==> src/logic/sso_defines.svh <==
// constants for the stack and shift execution block
`ifndef SSO_DEFINES_SVH
`define SSO_DEFINES_SVH
`define SSO_FLAG_C          0
`define SSO_FLAG_Z          1
`define SSO_FLAG_N          2
`define SSO_FLAG_GIE        3
`define SSO_FLAG_CORE_HALT  4
`define SSO_FLAG_OSC_OFF    5
`define SSO_FLAG_V          8
`define SSO_SP_STEP         16'h0002
`define SSO_OVF_W_LO        16'h4000
`define SSO_OVF_W_HI        16'hC000
`define SSO_OVF_B_LO        8'h40
`define SSO_OVF_B_HI        8'hC0
`define SSO_WDT_ADDR        16'h0120
`define SSO_WDT_KEY         8'h5A
`define SSO_CYC_MOV_IDX     4'h6
`define SSO_CYC_MOV_IND     4'h5
`define SSO_CYC_BIC_IDX     4'h4
`define SSO_CYC_JMP_REL     4'h2
`define SSO_CYC_ONE         4'h1
`define SSO_SP_RESET        16'h0000
`endif

==> src/logic/sso_pkg.sv <==
// types for the stack and shift execution block
`default_nettype none
package sso_pkg;
  typedef enum logic [3:0] {
    SSO_OP_POP     = 4'h0,
    SSO_OP_PUSH    = 4'h1,
    SSO_OP_SUB_EXIT = 4'h2,
    SSO_OP_IRQ_EXIT = 4'h3,
    SSO_OP_SHL     = 4'h4,
    SSO_OP_ROL     = 4'h5,
    SSO_OP_SHR     = 4'h6,
    SSO_OP_IDLE_MOV_IDX = 4'h7,
    SSO_OP_IDLE_MOV_IND = 4'h8,
    SSO_OP_IDLE_BIC_IDX = 4'h9,
    SSO_OP_IDLE_JMP = 4'hA,
    SSO_OP_IDLE_ONE = 4'hB,
    SSO_OP_WDT_WR  = 4'hC
  } sso_op_t;

  typedef struct packed {
    sso_op_t     op;
    logic        byte_op;
    logic        dst_is_reg;
    logic        dst_is_flags;
    logic [15:0] operand;
  } sso_cmd_t;

  typedef struct packed {
    logic        req;
    logic        we;
    logic [15:0] addr;
    logic [15:0] wdata;
  } sso_mem_t;

  typedef enum logic [4:0] {
    SSO_ST_IDLE  = 5'b00001,
    SSO_ST_RD1   = 5'b00010,
    SSO_ST_RD2   = 5'b00100,
    SSO_ST_WR    = 5'b01000,
    SSO_ST_WAIT  = 5'b10000
  } sso_state_t;
endpackage
`default_nettype wire

==> src/logic/sso_core.sv <==
// stack transfer, return and single-bit shift execution with AHB-Lite register view
`timescale 1ns/1ps
`default_nettype none
`include "sso_defines.svh"
module sso_core (
  input  wire logic             mclk,
  input  wire logic             arst_n,
  input  wire sso_pkg::sso_cmd_t cmd,
  input  wire logic             cmd_valid,
  output logic                  cmd_ready,
  output logic                  done,
  output logic [15:0]           result,
  output logic                  result_we,
  output sso_pkg::sso_mem_t     mem,
  input  wire logic [15:0]      mem_rdata,
  output logic                  wdt_violation,
  input  wire logic             hsel,
  input  wire logic [31:0]      haddr,
  input  wire logic [1:0]       htrans,
  input  wire logic             hwrite,
  input  wire logic [2:0]       hsize,
  input  wire logic [31:0]      hwdata,
  input  wire logic             hready,
  output logic [31:0]           hrdata,
  output logic                  hreadyout,
  output logic                  hresp
);
  // register byte addresses
  localparam logic [3:0] RA_SP = 4'h0;
  localparam logic [3:0] RA_SR = 4'h4;
  localparam logic [3:0] RA_PC = 4'h8;
  localparam logic [3:0] RA_ST = 4'hC;

  sso_pkg::sso_state_t state;
  sso_pkg::sso_state_t next_state;
  sso_pkg::sso_cmd_t   cur;
  logic [15:0] stack_ptr;
  logic [15:0] flag_register;
  logic [15:0] program_counter;
  logic [3:0]  wait_cnt;
  logic        viol_seen;

  // shift datapath, word and byte forms
  wire [15:0] opw   = cur.operand;
  wire [7:0]  opb   = cur.operand[7:0];
  wire        c_in  = flag_register[`SSO_FLAG_C];
  wire        is_rol = (cur.op == sso_pkg::SSO_OP_ROL);
  wire        fill  = is_rol ? c_in : 1'b0;
  wire [15:0] shl_w = {opw[14:0], fill};
  wire [7:0]  shl_b = {opb[6:0], fill};
  wire [15:0] shr_w = {opw[15], opw[15:1]};
  wire [7:0]  shr_b = {opb[7], opb[7:1]};
  wire        ovf_w = (opw >= `SSO_OVF_W_LO) && (opw < `SSO_OVF_W_HI);
  wire        ovf_b = (opb >= `SSO_OVF_B_LO) && (opb < `SSO_OVF_B_HI);
  wire        is_shr = (cur.op == sso_pkg::SSO_OP_SHR);
  wire [15:0] sh_res = is_shr ? (cur.byte_op ? {8'h00, shr_b} : shr_w)
                              : (cur.byte_op ? {8'h00, shl_b} : shl_w);
  wire        sh_c   = is_shr ? opw[0]
                              : (cur.byte_op ? opb[7] : opw[15]);
  wire        sh_v   = is_shr ? 1'b0 : (cur.byte_op ? ovf_b : ovf_w);
  wire        sh_n   = cur.byte_op ? sh_res[7] : sh_res[15];
  wire        sh_z   = cur.byte_op ? (sh_res[7:0] == 8'h00) : (sh_res == 16'h0000);
  wire [15:0] sh_flags = {flag_register[15:9], sh_v, flag_register[7:3],
                          sh_n, sh_z, sh_c};

  wire is_shift = (cur.op == sso_pkg::SSO_OP_SHL) || is_rol || is_shr;
  // busy cycles after accept, decoded from the offered command; others take one
  wire [3:0] idle_len =
    (cmd.op == sso_pkg::SSO_OP_IDLE_MOV_IDX) ? `SSO_CYC_MOV_IDX :
    (cmd.op == sso_pkg::SSO_OP_IDLE_MOV_IND) ? `SSO_CYC_MOV_IND :
    (cmd.op == sso_pkg::SSO_OP_IDLE_BIC_IDX) ? `SSO_CYC_BIC_IDX :
    (cmd.op == sso_pkg::SSO_OP_IDLE_JMP)     ? `SSO_CYC_JMP_REL : `SSO_CYC_ONE;

  // popped value shaping
  wire [15:0] pop_val = (cur.byte_op && cur.dst_is_reg) ? {8'h00, mem_rdata[7:0]}
                                                        : mem_rdata;
  wire [15:0] sp_up   = stack_ptr + `SSO_SP_STEP;
  wire [15:0] sp_dn   = stack_ptr - `SSO_SP_STEP;
  wire [15:0] sp_even = {stack_ptr[15:1], 1'b0};

  // bus slave: single-cycle, zero wait
  logic        ap_valid;
  logic        ap_write;
  logic [3:0]  ap_addr;
  logic        ap_map;
  wire         ahb_go   = hsel && hready && htrans[1];
  wire         wr_now   = ap_valid && ap_write && ap_map;
  wire [15:0]  bus_wd   = hwdata[15:0];
  wire         bus_busy = (state != sso_pkg::SSO_ST_IDLE);

  assign cmd_ready = (state == sso_pkg::SSO_ST_IDLE) && !wr_now;
  wire   accept    = cmd_valid && cmd_ready;
  assign hreadyout = 1'b1;
  assign hresp     = 1'b0;

  always_comb begin
    next_state = state;
    unique case (state)
      sso_pkg::SSO_ST_IDLE: begin
        if (accept) begin
          unique case (cmd.op)
            sso_pkg::SSO_OP_POP,
            sso_pkg::SSO_OP_SUB_EXIT,
            sso_pkg::SSO_OP_IRQ_EXIT: next_state = sso_pkg::SSO_ST_RD1;
            sso_pkg::SSO_OP_PUSH:     next_state = sso_pkg::SSO_ST_WR;
            default:                  next_state = sso_pkg::SSO_ST_WAIT;
          endcase
        end
      end
      sso_pkg::SSO_ST_RD1: next_state = (cur.op == sso_pkg::SSO_OP_IRQ_EXIT) ?
                                        sso_pkg::SSO_ST_RD2 : sso_pkg::SSO_ST_IDLE;
      sso_pkg::SSO_ST_RD2: next_state = sso_pkg::SSO_ST_IDLE;
      sso_pkg::SSO_ST_WR:  next_state = sso_pkg::SSO_ST_IDLE;
      sso_pkg::SSO_ST_WAIT: next_state = (wait_cnt <= 4'h1) ? sso_pkg::SSO_ST_IDLE
                                                            : sso_pkg::SSO_ST_WAIT;
      default: next_state = sso_pkg::SSO_ST_IDLE;
    endcase
  end

  // memory request, combinational on state
  always_comb begin
    mem.req   = 1'b0;
    mem.we    = 1'b0;
    mem.addr  = sp_even;
    mem.wdata = cur.operand;
    unique case (state)
      sso_pkg::SSO_ST_RD1, sso_pkg::SSO_ST_RD2: mem.req = 1'b1;
      sso_pkg::SSO_ST_WR: begin
        mem.req   = 1'b1;
        mem.we    = 1'b1;
        mem.wdata = cur.byte_op ? {8'h00, cur.operand[7:0]} : cur.operand;
      end
      default: mem.req = 1'b0;
    endcase
  end
  // memory is assumed to answer reads combinationally in the request cycle

  always_ff @(posedge mclk or negedge arst_n) begin
    if (!arst_n) begin
      state <= sso_pkg::SSO_ST_IDLE;
    end else begin
      state <= next_state;
    end
  end

  always_ff @(posedge mclk or negedge arst_n) begin
    if (!arst_n) begin
      cur      <= '0;
      wait_cnt <= 4'h0;
    end else if (accept) begin
      cur      <= cmd;
      wait_cnt <= idle_len;
    end else if (state == sso_pkg::SSO_ST_WAIT) begin
      wait_cnt <= wait_cnt - 4'h1;
    end else if (state == sso_pkg::SSO_ST_IDLE) begin
      wait_cnt <= 4'h0;
    end
  end

  // marks the first wait cycle, when the captured command is in place
  logic wait_loaded;
  always_ff @(posedge mclk or negedge arst_n) begin
    if (!arst_n) begin
      wait_loaded <= 1'b0;
    end else begin
      wait_loaded <= accept;
    end
  end

  // architectural state: stack pointer, flags, program counter
  always_ff @(posedge mclk or negedge arst_n) begin
    if (!arst_n) begin
      stack_ptr       <= `SSO_SP_RESET;
      flag_register   <= 16'h0000;
      program_counter <= 16'h0000;
    end else begin
      unique case (state)
        sso_pkg::SSO_ST_RD1: begin
          stack_ptr <= sp_up;
          if (cur.op == sso_pkg::SSO_OP_IRQ_EXIT) begin
            flag_register <= mem_rdata;
          end else if (cur.op == sso_pkg::SSO_OP_SUB_EXIT) begin
            program_counter <= mem_rdata;
          end else if (cur.dst_is_flags) begin
            flag_register <= pop_val;
          end
        end
        sso_pkg::SSO_ST_RD2: begin
          stack_ptr       <= sp_up;
          program_counter <= mem_rdata;
        end
        sso_pkg::SSO_ST_IDLE: begin
          if (accept && cmd.op == sso_pkg::SSO_OP_PUSH) begin
            stack_ptr <= sp_dn;
          end else if (wr_now && ap_addr == RA_SP) begin
            stack_ptr <= bus_wd;
          end else if (wr_now && ap_addr == RA_SR) begin
            flag_register <= bus_wd;
          end else if (wr_now && ap_addr == RA_PC) begin
            program_counter <= bus_wd;
          end
        end
        sso_pkg::SSO_ST_WAIT: begin
          if (wait_loaded && is_shift) begin
            flag_register <= sh_flags;
          end
        end
        default: stack_ptr <= stack_ptr;
      endcase
    end
  end

  // result strobe and sticky watchdog violation
  always_ff @(posedge mclk or negedge arst_n) begin
    if (!arst_n) begin
      done          <= 1'b0;
      result        <= 16'h0000;
      result_we     <= 1'b0;
      wdt_violation <= 1'b0;
      viol_seen     <= 1'b0;
    end else begin
      done      <= (state != sso_pkg::SSO_ST_IDLE) &&
                   (next_state == sso_pkg::SSO_ST_IDLE);
      result_we <= 1'b0;
      if (state == sso_pkg::SSO_ST_RD1 && cur.op == sso_pkg::SSO_OP_POP &&
          !cur.dst_is_flags) begin
        result    <= pop_val;
        result_we <= 1'b1;
      end else if (state == sso_pkg::SSO_ST_WAIT && wait_loaded && is_shift) begin
        result    <= sh_res;
        result_we <= 1'b1;
      end
      wdt_violation <= 1'b0;
      if (state == sso_pkg::SSO_ST_WAIT && wait_loaded &&
          cur.op == sso_pkg::SSO_OP_WDT_WR &&
          cur.operand[15:8] != `SSO_WDT_KEY) begin
        wdt_violation <= 1'b1;
        viol_seen     <= 1'b1;
      end else if (wr_now && ap_addr == RA_ST && bus_wd[0]) begin
        viol_seen     <= 1'b0;
      end
    end
  end

  // AHB-Lite address phase capture
  always_ff @(posedge mclk or negedge arst_n) begin
    if (!arst_n) begin
      ap_valid <= 1'b0;
      ap_write <= 1'b0;
      ap_addr  <= 4'h0;
      ap_map   <= 1'b0;
    end else if (hready) begin
      ap_valid <= ahb_go;
      ap_write <= hwrite;
      ap_addr  <= haddr[3:0];
      // upper address bits must be zero, else the low nibble would alias
      ap_map   <= (haddr[31:4] == 28'h0000000);
    end
  end

  wire [15:0] rd_mux = !ap_map             ? 16'h0000 :
                       (ap_addr == RA_SP) ? stack_ptr :
                       (ap_addr == RA_SR) ? flag_register :
                       (ap_addr == RA_PC) ? program_counter :
                       (ap_addr == RA_ST) ? {14'h0000, bus_busy, viol_seen} : 16'h0000;
  assign hrdata = {16'h0000, rd_mux};
endmodule
`default_nettype wire

==> config.mk <==
export PLATFORM = sky130hd
export DESIGN_NAME = sso_core
export DESIGN_NICKNAME = d
export VERILOG_FILES = /design/src/logic/sso_pkg.sv /design/src/logic/sso_core.sv
export VERILOG_INCLUDE_DIRS = /design/src /design/src/logic
export SDC_FILE = /design/constraint.sdc
export NUM_CORES = 1
export LEC_CHECK = 0
export ABC_AREA = 0
export ABC_CLOCK_PERIOD_IN_PS = 3220
export BUFFER_PORTS_ARGS = -buffer_cell sky130_fd_sc_hd__buf_4
export CORE_MARGIN = 5
export CORE_UTILIZATION = 40
export CTS_CLUSTER_DIAMETER = 200
export DETAILED_ROUTE_END_ITERATION = 10
export SLEW_MARGIN = 20
export SYNTH_ARGS = -nofsm -noshare
export SYNTH_HDL_FRONTEND = slang
export SYNTH_SLANG_ARGS = --single-unit
export TNS_END_PERCENT = 1
==> constraint.sdc <==
create_clock -name mclk -period 3.22 [get_ports mclk]
set_input_delay 0.322 -clock mclk [delete_from_list [all_inputs] [get_ports mclk]]
set_output_delay 0.322 -clock mclk [all_outputs]
set_load 0.005 [all_outputs]
# Word-level counts from Yosys, hierarchy flattened
# Cells that the tools add are included.
# Widths: inputs -> output; s select.
# word_totals
ff_bits	108
input_bits	114
out_inout_bits	88
elab_cells	169
# classes
n_addsub	3
n_lt_le_gt_ge	5
n_eq_ne	35
n_mux	57
bitwise	1
n_reduce_logical	47
# ops
op	count
$mux 16	26
$pmux 16 s3	2
$pmux 16 s2	1
$logic_not 28->1	1
$eq 4x4->1 const B	6
$logic_and 1x1->1	23
$reduce_and 7->1	3
$eq 4x3->1 const B	5
$add 16x2->16 const B	1
$eq 4x2->1 const B	4
$ge 16x15->1 const B	1
$logic_not 16->1	1
$lt 16x16->1 const B	1
$sub 16x2->16 const B	1
$pmux 5 s3	1
$mux 1	14
$logic_not 4->1	3
$mux 3	4
$mux 4	3
$ne 2x2->1 const B	6
$eq 5x1->1 const B	2
$mux 5	2
$pmux 5 s2	1
$mux 9	1
24 further kinds	35

# Longest topological paths before layout
# Gate-level depths: netlist of run 1.
# logic_depth
word_depth	9
mapped_depth	10
depth_no_buf	7

# Least setup slack after synthesis of run 1
# Ideal clock, no wire load.
# synth_path
path_kind	register to register
from	register state[0]
to	register flag_register[0]
setup_ns	0.127
arrival_time_ns	2.216
t_required_ns	3.093
setup_slack_ns	0.877
path_stages_with_launch	10
n_path_buf	4
period_less_slack_ns	2.343
path_cell_list	dfstp_2 -> buf_2 -> nor2b_1 -> clkbuf_1 -> and2_1 -> buf_2 -> buf_2 -> mux2i_1 -> a21oi_1 -> mux2_1
# synth_via
elab_chain_cells	6
word_cells_on_any_way	15
classes_between	eq/ne (9); mux (1); reduce/logical (5)
# synth_lines
item	line_no	rtl
from (decl)	sso_core.sv:34	sso_pkg::sso_state_t state;
from (signal assigned)	sso_core.sv:140	state <= sso_pkg::SSO_ST_IDLE;
from (signal assigned)	sso_core.sv:142	state <= next_state;
$eq 5x1->1	sso_core.sv:91, sso_core.sv:177	
$logic_and 1x1->1	sso_core.sv:91	assign cmd_ready = (state == sso_pkg::SSO_ST_IDLE) && !wr_now;
$logic_and 1x1->1	sso_core.sv:92	wire accept = cmd_valid && cmd_ready;
$logic_and 1x1->1	sso_core.sv:193	if (accept && cmd.op == sso_pkg::SSO_OP_PUSH) begin
$ne 2x2->1 (no line)	--	
$reduce_and 7->1 (no line)	--	
to (signal assigned)	sso_core.sv:185	flag_register <= pop_val;
to (signal assigned)	sso_core.sv:198	flag_register <= bus_wd;
to (signal assigned)	sso_core.sv:205	flag_register <= sh_flags;
to (decl)	sso_core.sv:38	logic [15:0] flag_register;
# Parallel ways exist; a longest one is shown, timed or not.
# A chain may end at the register's enable or synchronous reset.

# Final worst setup path of run 1
# layout_path
from	register state[3]
to	output port hrdata[1]
# layout_via
elab_chain_cells	6
# layout_lines
item	line_no	rtl
$ne 5x1->1	sso_core.sv:89	wire bus_busy = (state != sso_pkg::SSO_ST_IDLE);
$mux 2	sso_core.sv:265	(ap_addr == RA_ST) ? {14'h0000, bus_busy, viol_seen} : 16'h0000;
$mux 16	sso_core.sv:264	(ap_addr == RA_PC) ? program_counter :
$mux 16	sso_core.sv:263	(ap_addr == RA_SR) ? flag_register :
$mux 16	sso_core.sv:262	(ap_addr == RA_SP) ? stack_ptr :
$mux 16	sso_core.sv:261	wire [15:0] rd_mux = !ap_map ? 16'h0000 :
to (decl)	sso_core.sv:24	output logic [31:0] hrdata,
# Every way passes these cells.

==> results.toml, run 1 <==
[clocking]
path_clk_slew_ps = 70
numClockSinks = 108
clockBufferDepth = 2
postCtsHoldBufs = 0
clock_latency_ps = 350
cts_inserted_buffers = 9
cts_tree = "yes"
cts_resized = 0
postCtsSetupBuffers = 0
clock-root-buffer = "clkbuf_16"
ctsHtreeMaxLevel = 3

[routing]
via_per_inst = 5.74
ant_nets = 0
vias = 6430
drt_wl_total_um = 21800
drt-initial-drc-count = 483
routedWlPerCell_um = 19.5
first_pass_iters = 6
drc = 0

[worst_setup_path]
startpoint = "state[3]"
cpPeakStageDelay_ps = 470
rrSetupSlack_ps = 530
crit_required_ps = 2900
crit_buf_inv = 2
r2r-start = "state[3]"
endpoint_kind = "primary output"
path_delay_family = "simple AND/OR/NAND/NOR gates"
ff2ff_path_depth = 7
worstPathMaxFanout = 9
arrival_ps = 2430
slowest_stage = "dfrtp_1"
start_kind = "register"
r2r-end = "stack_ptr[3]"
worstSetupPathType = "reg -> out"
crit_path_cell_trace = "nor3_2 > buf_4 > and2_1 > a21oi_1 > o22ai_1 > a21oi_1 > buf_4"

[synth]
yosys.area.top_type = "dfrtp_1"
netlist_instances = 759
yosysWarnings = 0
ys_types = 73
synth_edf_count = 0
synth_top_area_share_pct = 41.0
async_reset_ff_share_pct = 100
postSynthAreaPerCell_um2 = 8.61
ys_ff_latch = 108
ys.flop_type = "dfrtp_1"
synth-seq-area-share_pct = 41.4
synth_area_leaders = "dfrtp_1 (41%), nand2_1 (7.6%), nor2_1 (4.2%)"
synthesis.area_um2 = 6530

[global_route]
grt-ovfl-total = 0
antenna_found_initial = 0
grt_util_all_layers_pct = 23.4
met1_usage_pct = 32.7
use_met3_pct = 3.73
grt_max_degree = 60
grt_pass1_vias = 6398
grt_busiest_layer = "met2"
grt_use_met2_pct = 37.3
grt_pass1_wl_um = 34800

[cells_and_area]
syn_to_final_growth_pct = 25.6
postLayoutCoreUtil_pct = 51.5
layout-drive-gt1-share_pct = 25.8
layout.nets = 1018
diodes = 0

[timing]
max_slew_margin_pct = 46.1
tns_ps = 0
setup_viol = 0
worstMarginPinSlew_ps = 808
layout_worst_path_cycle_share_pct = 85.5
fin_skew_ps = 8.76
hold_viol = 0
whs_ps = 55.8
drv_slew = 0
rsz0062_at_grt = "no"
period_minus_slack_ps = 2750
max_freq_mhz = 363

[min_path]
min_path_type = "in -> async"

[floorplanning]
die_area_um2 = 19000
die_width_um = 138
die_h_um = 138
ioPinCount = 202
rows = 46
initial_core_util_pct = 41.0
core_um2 = 15900

[status]
outcome = "completed"

[placement]
io_buffers = 162
gp_congestion = 0.904
dp_hpwl_um = 16500

[power_and_ir_drop]
powerDensity_nw_per_um2 = 880
p_leak_uw = 0.00366
peakVddDrop_mv = 0.365

[flow_run]
maxCapViolations = 0
[synth_stat cells, types with 16 or more instances]
cell,number
a31oi_1,27
nand2_1,133
a21oi_1,35
nor3_1,26
buf_4,27
nor2_1,73
dfrtp_1,107
mux2i_1,19
clkbuf_1,31
nand3_1,16
o21ai_0,28
[layout make-up]
class	instances	area, um2
Clock inverter	3	43.8
Sequential cell	108	2700
Timing Repair Buffer	187	1430
Fill cell	1552	7740
Clock buffer	13	260
Multi-Input combinational cell	577	3440
Inverter	16	60.1
Tap cell	216	270
[metrics by stage]
step,area [um2],total power (uW),setup WS [ps],cells
after floorplan,6600,4690,877,776
after global placement,7900,5950,496,1104
after detailed placement,7900,6050,481,1104
after CTS,8210,7220,471,1120
after global routing,8210,7780,320,1120
final,8210,7220,468,1120
[cells by family after synthesis]
logic type | synth area share (%)
compound gates | 19.9
xor+xnor | 0.671
fa+ha+maj | 0.958
buf+inv | 7.26
flops | 41.4
mux | 4.81
other cells | 0.115
simple gates | 24.9
[layer usage]
layer,up-vias,routed length (um),share of wire [%]
li1,3018,-,-
met4,0,478,2.2
met3,40,1800,8.3
met1,3068,9400,43
met2,304,10200,47
met5,-,0,0
[registers in the layout, indices dropped and copies added, names as in the netlist, 5 cells and up]
signal	cells
cur	7
flag_register	16
opw	16
program_counter	16
result	16
stack_ptr	16
state	5
[cells in the final DEF (no fill, tap or decap), drive strengths merged, types with 6 or more instances in the layout]
master and count:
buf 187, nand2 133, dfrtp 107, nor2 73, a21oi 35, o21ai 29
a31oi 27, nor3 27, mux2i 19, conb 19, nand3 16, inv 15
a222oi 14, and3 14, clkbuf 13, and2 12, mux2 11, nor4 11
nand4 9, a221o 8, o22ai 7, nor2b 6, or4 6, nand2b 6
a221oi 6
[power breakdown]
group	internal, uW	switching, uW	total [uW]
Sequential	1940	749	2680
Combinational	1550	1840	3380
Clock	649	510	1160
[worst max-delay path by stage]
stage	to	slack, ps	cells past startpoint
finish	hrdata[1]	470	7
global route	hrdata[1]	320	7
CTS	hrdata[1]	470	7
detailed placement	stack_ptr[7]	480	7
global placement	stack_ptr[7]	500	7
floorplan	flag_register[0]	880	9
[worst register-to-register path: stages, from the launching register on]
cell and delay [ps]:
dfrtp_1 470, or3_1 470, or4_1 770, buf_4 290
inv_1 200, a22oi_1 110, a21oi_1 150, o32a_1 170
Note: power is estimated with default switching activity, not from simulation.
==> run 2, diff against run 1 <==
--- a/config.mk
+++ b/config.mk
@@ -13,6 +13,7 @@
 export CORE_UTILIZATION = 40
 export CTS_CLUSTER_DIAMETER = 200
 export DETAILED_ROUTE_END_ITERATION = 10
+export PLACE_DENSITY = 0.77
 export SLEW_MARGIN = 20
 export SYNTH_ARGS = -nofsm -noshare
 export SYNTH_HDL_FRONTEND = slang
==> results.toml, run 2 (synthesis results as in run 1) <==
[global_route]
grt_max_degree = 57
grt_pass1_vias = 6024
antenna_found_initial = 0
grt-ovfl-total = 0
grt_pass1_wl_um = 33100
grt_util_all_layers_pct = 22.2

[routing]
met3_length_um = 1960
drt-initial-drc-count = 768
first_pass_iters = 6
wl_met2_um = 9870
topRoutingLayerUsed = "met4"
ant_nets = 0
wl_met1_um = 8960
via_per_inst = 5.75
drc = 0
drt_wl_total_um = 21200
routedWlPerCell_um = 18.9
vias = 6438

[timing]
worstMarginPinSlew_ps = 729
tns_ps = 0
max_freq_mhz = 374
period_minus_slack_ps = 2670
hold_viol = 0
drv_slew = 0
layout_worst_path_cycle_share_pct = 83.0
max_slew_margin_pct = 51.2
setup_viol = 0
rsz0062_at_grt = "no"
fin_skew_ps = 9.75

[min_path]
min_path_type = "in -> async"

[floorplanning]
core_um2 = 15900
initial_core_util_pct = 41.0
die_h_um = 138
die_width_um = 138
rows = 46
die_area_um2 = 19000
ioPinCount = 202

[power_and_ir_drop]
powerDensity_nw_per_um2 = 878
peakVddDrop_mv = 0.520
p_leak_uw = 0.00365

[placement]
dp_hpwl_um = 15800
dpl.cell_count = 1105
dpl_cell_area_um2 = 7900
gp_congestion = 0.894
io_buffers = 162

[clocking]
ctsHtreeMaxLevel = 3
postCtsHoldBufs = 0
postCtsSetupBuffers = 0
clockBufferDepth = 2
clock_latency_ps = 360
cts_tree = "yes"
path_clk_slew_ps = 70
cts_resized = 0
clock-root-buffer = "clkbuf_16"
numClockSinks = 108
cts_inserted_buffers = 9

[status]
outcome = "completed"

[worst_setup_path]
r2r-end = "result[4]"
start_kind = "register"
arrival_ps = 2350
crit_required_ps = 2900
worstSetupPathType = "reg -> out"
ff2ff_path_depth = 6
endpoint_kind = "primary output"
rrSetupSlack_ps = 650
worstPathMaxFanout = 9
r2r-start = "state[1]"

[cells_and_area]
layout_common_cells = "buf_4 (187), nand2_1 (133), dfrtp_1 (107)"
syn_to_final_growth_pct = 25.3
instances_no_fill = 1120
diodes = 0
final_common_cell = "buf_4"
layout.nets = 1019
layout-drive-gt1-share_pct = 25.9
final_area_um2 = 8190

[flow_run]
maxCapViolations = 0
-- run 2: worst max path at each step --
stage               startpoint          endpoint  slack, ps  depth (start not counted)
floorplan             state[0]  flag_register[0]        880                          9
global placement       cmd[22]      stack_ptr[7]        640                          7
detailed placement     cmd[22]      stack_ptr[7]        620                          7
CTS                   state[0]         hrdata[1]        560                          8
global route          state[0]         hrdata[1]        400                          8
finish                state[0]         hrdata[1]        550                          8
-- run 2: worst max-delay path, cell delays in order (launching register included) --
cell and delay [ps]:
dfstp_2 620, nor2b_1 200, buf_4 190, and2_1 290, buf_4 220, a21oi_1 80
o22ai_1 140, a21oi_1 100, buf_4 160
-- run 2: cell type report --
class,instances,area (um2)
fill,1506,7760
sequential,108,2700
tap,216,270
timing repair buffer,188,1420
clock inverter,5,60.1
clock buffer,10,229
multi-input combinational,577,3440
inverter,16,60.1
-- run 2: layer usage --
layer	GRT usage, %	vias to the layer above
met5	0	-
met4	5.32	0
met3	6.03	25
met2	34.8	310
met1	30.6	3092
li1	-	3011
-- run 2: stage by stage --
stage / util (%) / hold WS, ps / power [uW] / setup WS [ps]
after CTS: 51.3 / 34.8 / 7160 / 562
after global routing: 51.3 / 58.3 / 7710 / 398
final: 51.3 / 8.80 / 7180 / 549
after global placement: 49.5 / 407 / 5910 / 636
after floorplan: - / 26.4 / 4690 / 877
after detailed placement: 49.5 / 407 / 6020 / 617
-- run 2: report_power, final --
part	switching [uW]	total [uW]	internal (uW)
registers	760	2700	1940
logic	1820	3360	1550
clock network	518	1120	604
==> run 3, diff against run 2 <==
--- a/config.mk
+++ b/config.mk
@@ -7,7 +7,7 @@
 export NUM_CORES = 1
 export LEC_CHECK = 0
 export ABC_AREA = 0
-export ABC_CLOCK_PERIOD_IN_PS = 3220
+export ABC_CLOCK_PERIOD_IN_PS = 2670
 export BUFFER_PORTS_ARGS = -buffer_cell sky130_fd_sc_hd__buf_4
 export CORE_MARGIN = 5
 export CORE_UTILIZATION = 40
==> constraint.sdc (replaced) <==
create_clock -name mclk -period 2.67 [get_ports mclk]
set_input_delay 0.267 -clock mclk [delete_from_list [all_inputs] [get_ports mclk]]
set_output_delay 0.267 -clock mclk [all_outputs]
set_load 0.005 [all_outputs]
==> results.toml, run 3 (synthesis results as in run 1) <==
[status]
outcome = "completed"

[worst_setup_path]
start_kind = "register"
crit_buf_inv = 2
arrival_ps = 2230
worstSetupPathType = "reg -> out"
slowest_stage = "dfstp_2"
crit_path_cell_trace = "nor2b_2 > and2_1 > buf_4 > a21oi_1 > o22ai_1 > a21oi_1 > buf_4"
r2r-end = "stack_ptr[13]"
crit_required_ps = 2400
ff2ff_path_depth = 7
path_delay_family = "flip-flops"
rrSetupSlack_ps = 200
startpoint = "state[0]"
endpoint_kind = "primary output"
worstPathMaxFanout = 9
r2r-start = "state[3]"
cpPeakStageDelay_ps = 630

[placement]
dp_hpwl_um = 16300
dp_slack_ps = 162
io_buffers = 162
dpl.cell_count = 1118
gp_congestion = 0.938

[floorplanning]
die_h_um = 138
die_width_um = 138
rows = 46
die_area_um2 = 19000
core_um2 = 15900
initial_core_util_pct = 41.0
ioPinCount = 202

[power_and_ir_drop]
intPower_uw = 5020
seqPwrFrac_pct = 36.2
p_leak_uw = 0.00373
power_uw = 8820
switching_power_uw = 3800
switching_share_pct = 43.0
power_frac_comb_pct = 47.8
powerDensity_nw_per_um2 = 1060
peakVddDrop_mv = 0.556
clkPwrFrac_pct = 16.0

[clocking]
clock-root-buffer = "clkbuf_16"
clockBufferDepth = 2
cts_tree = "yes"
numClockSinks = 108
postCtsSetupBuffers = 0
path_clk_slew_ps = 70
clock_latency_ps = 350
ctsHtreeMaxLevel = 3
cts_inserted_buffers = 9

[cells_and_area]
final_common_cell = "buf_4"
layout.nets = 1033
diodes = 0
seqCellArea_um2 = 2700
layout_common_cells = "buf_4 (200), nand2_1 (133), dfrtp_1 (107)"
layout-drive-gt1-share_pct = 27.2
instances_no_fill = 1135
syn_to_final_growth_pct = 27.3
fillerInstances = 1534
multi_input_area_um2 = 3440

[timing]
layout_worst_path_cycle_share_pct = 93.7
max_freq_mhz = 400
max_slew_margin_pct = 50.9
setup_viol = 0
rsz0062_at_grt = "no"
worstMarginPinSlew_ps = 733
layout_setup_ws_ps = 169
fin_skew_ps = 6.10
tns_ps = 0
hold_viol = 0
period_minus_slack_ps = 2500
drv_slew = 0

[routing]
topRoutingLayerUsed = "met4"
ant_nets = 0
drc = 0
vias = 6554
drt_wl_total_um = 21700
drt-initial-drc-count = 627
wl_met1_um = 9070
via_per_inst = 5.77
wl_met2_um = 9960
routedWlPerCell_um = 19.1
first_pass_iters = 5
met3_length_um = 2190

[global_route]
antenna_found_initial = 0
grt_max_degree = 47
grt_util_all_layers_pct = 22.9
grt-ovfl-total = 0
grt_pass1_vias = 6338
grt_pass1_wl_um = 34100

[flow_run]
maxCapViolations = 0

[min_path]
holdPathStages = 3
min_from = "cmd[11]"
min_to = "opw[11]"
min_path_type = "in -> reg"
run 3: power groups by stage:
stage	logic (uW)	registers, uW	clock network, uW
after floorplan	2830	2830	0
after global placement	4080	3170	0
after detailed placement	4170	3190	0
after CTS	4190	3160	1430
after global routing	4650	3290	1500
final	4220	3190	1410
run 3: worst reg2reg max path, stage by stage, from the launching register on:
cell	delay [ps]
dfrtp_1	460
or3_1	420
or4_1	650
buf_4	230
inv_1	210
mux2i_1	120
a32oi_1	150
nand3_1	100
run 3: layer usage:
metal / GRT usage (%) / vias up
li1: - / 3037
met1: 31.2 / 3141
met2: 35.6 / 342
met3: 6.57 / 34
met4: 6.70 / 0
met5: 0 / -
run 3: how the worst max path moves through the flow:
stage / endpoint / cells past startpoint
2_1_floorplan: flag_register[0] / 9
3_3_place_gp: stack_ptr[13] / 8
3_5_place_dp: stack_ptr[13] / 8
4_1_cts: hrdata[1] / 7
5_1_grt: hrdata[1] / 8
6_report: hrdata[1] / 7
run 3: area by class of cell:
class | count | area share (%)
inverter | 16 | 0.722
clock inverter | 6 | 0.828
multi-input combinational | 577 | 41.4
sequential | 108 | 32.5
tap | 216 | 3.25
clock buffer | 10 | 2.87
timing repair buffer | 202 | 18.4
run 3: per-stage QoR:
stage / instance area (um2) / util, % / hold slack, ps
6_report: 8310 / 52.2 / 98.8
5_1_grt: 8310 / 52.2 / 87.5
4_1_cts: 8310 / 52.1 / 87.4
3_5_place_dp: 7990 / 50.1 / 286
3_3_place_gp: 7990 / 50.1 / 283
2_1_floorplan: 6600 / - / -28.6
run 3: what timing repair did:
action / in CTS / in global routing
endpoints found under the hold margin: 34 / 0
gates resized for setup: 0 / 1
hold buffers: 1 / 0
endpoints found under the setup margin: 0 / 1
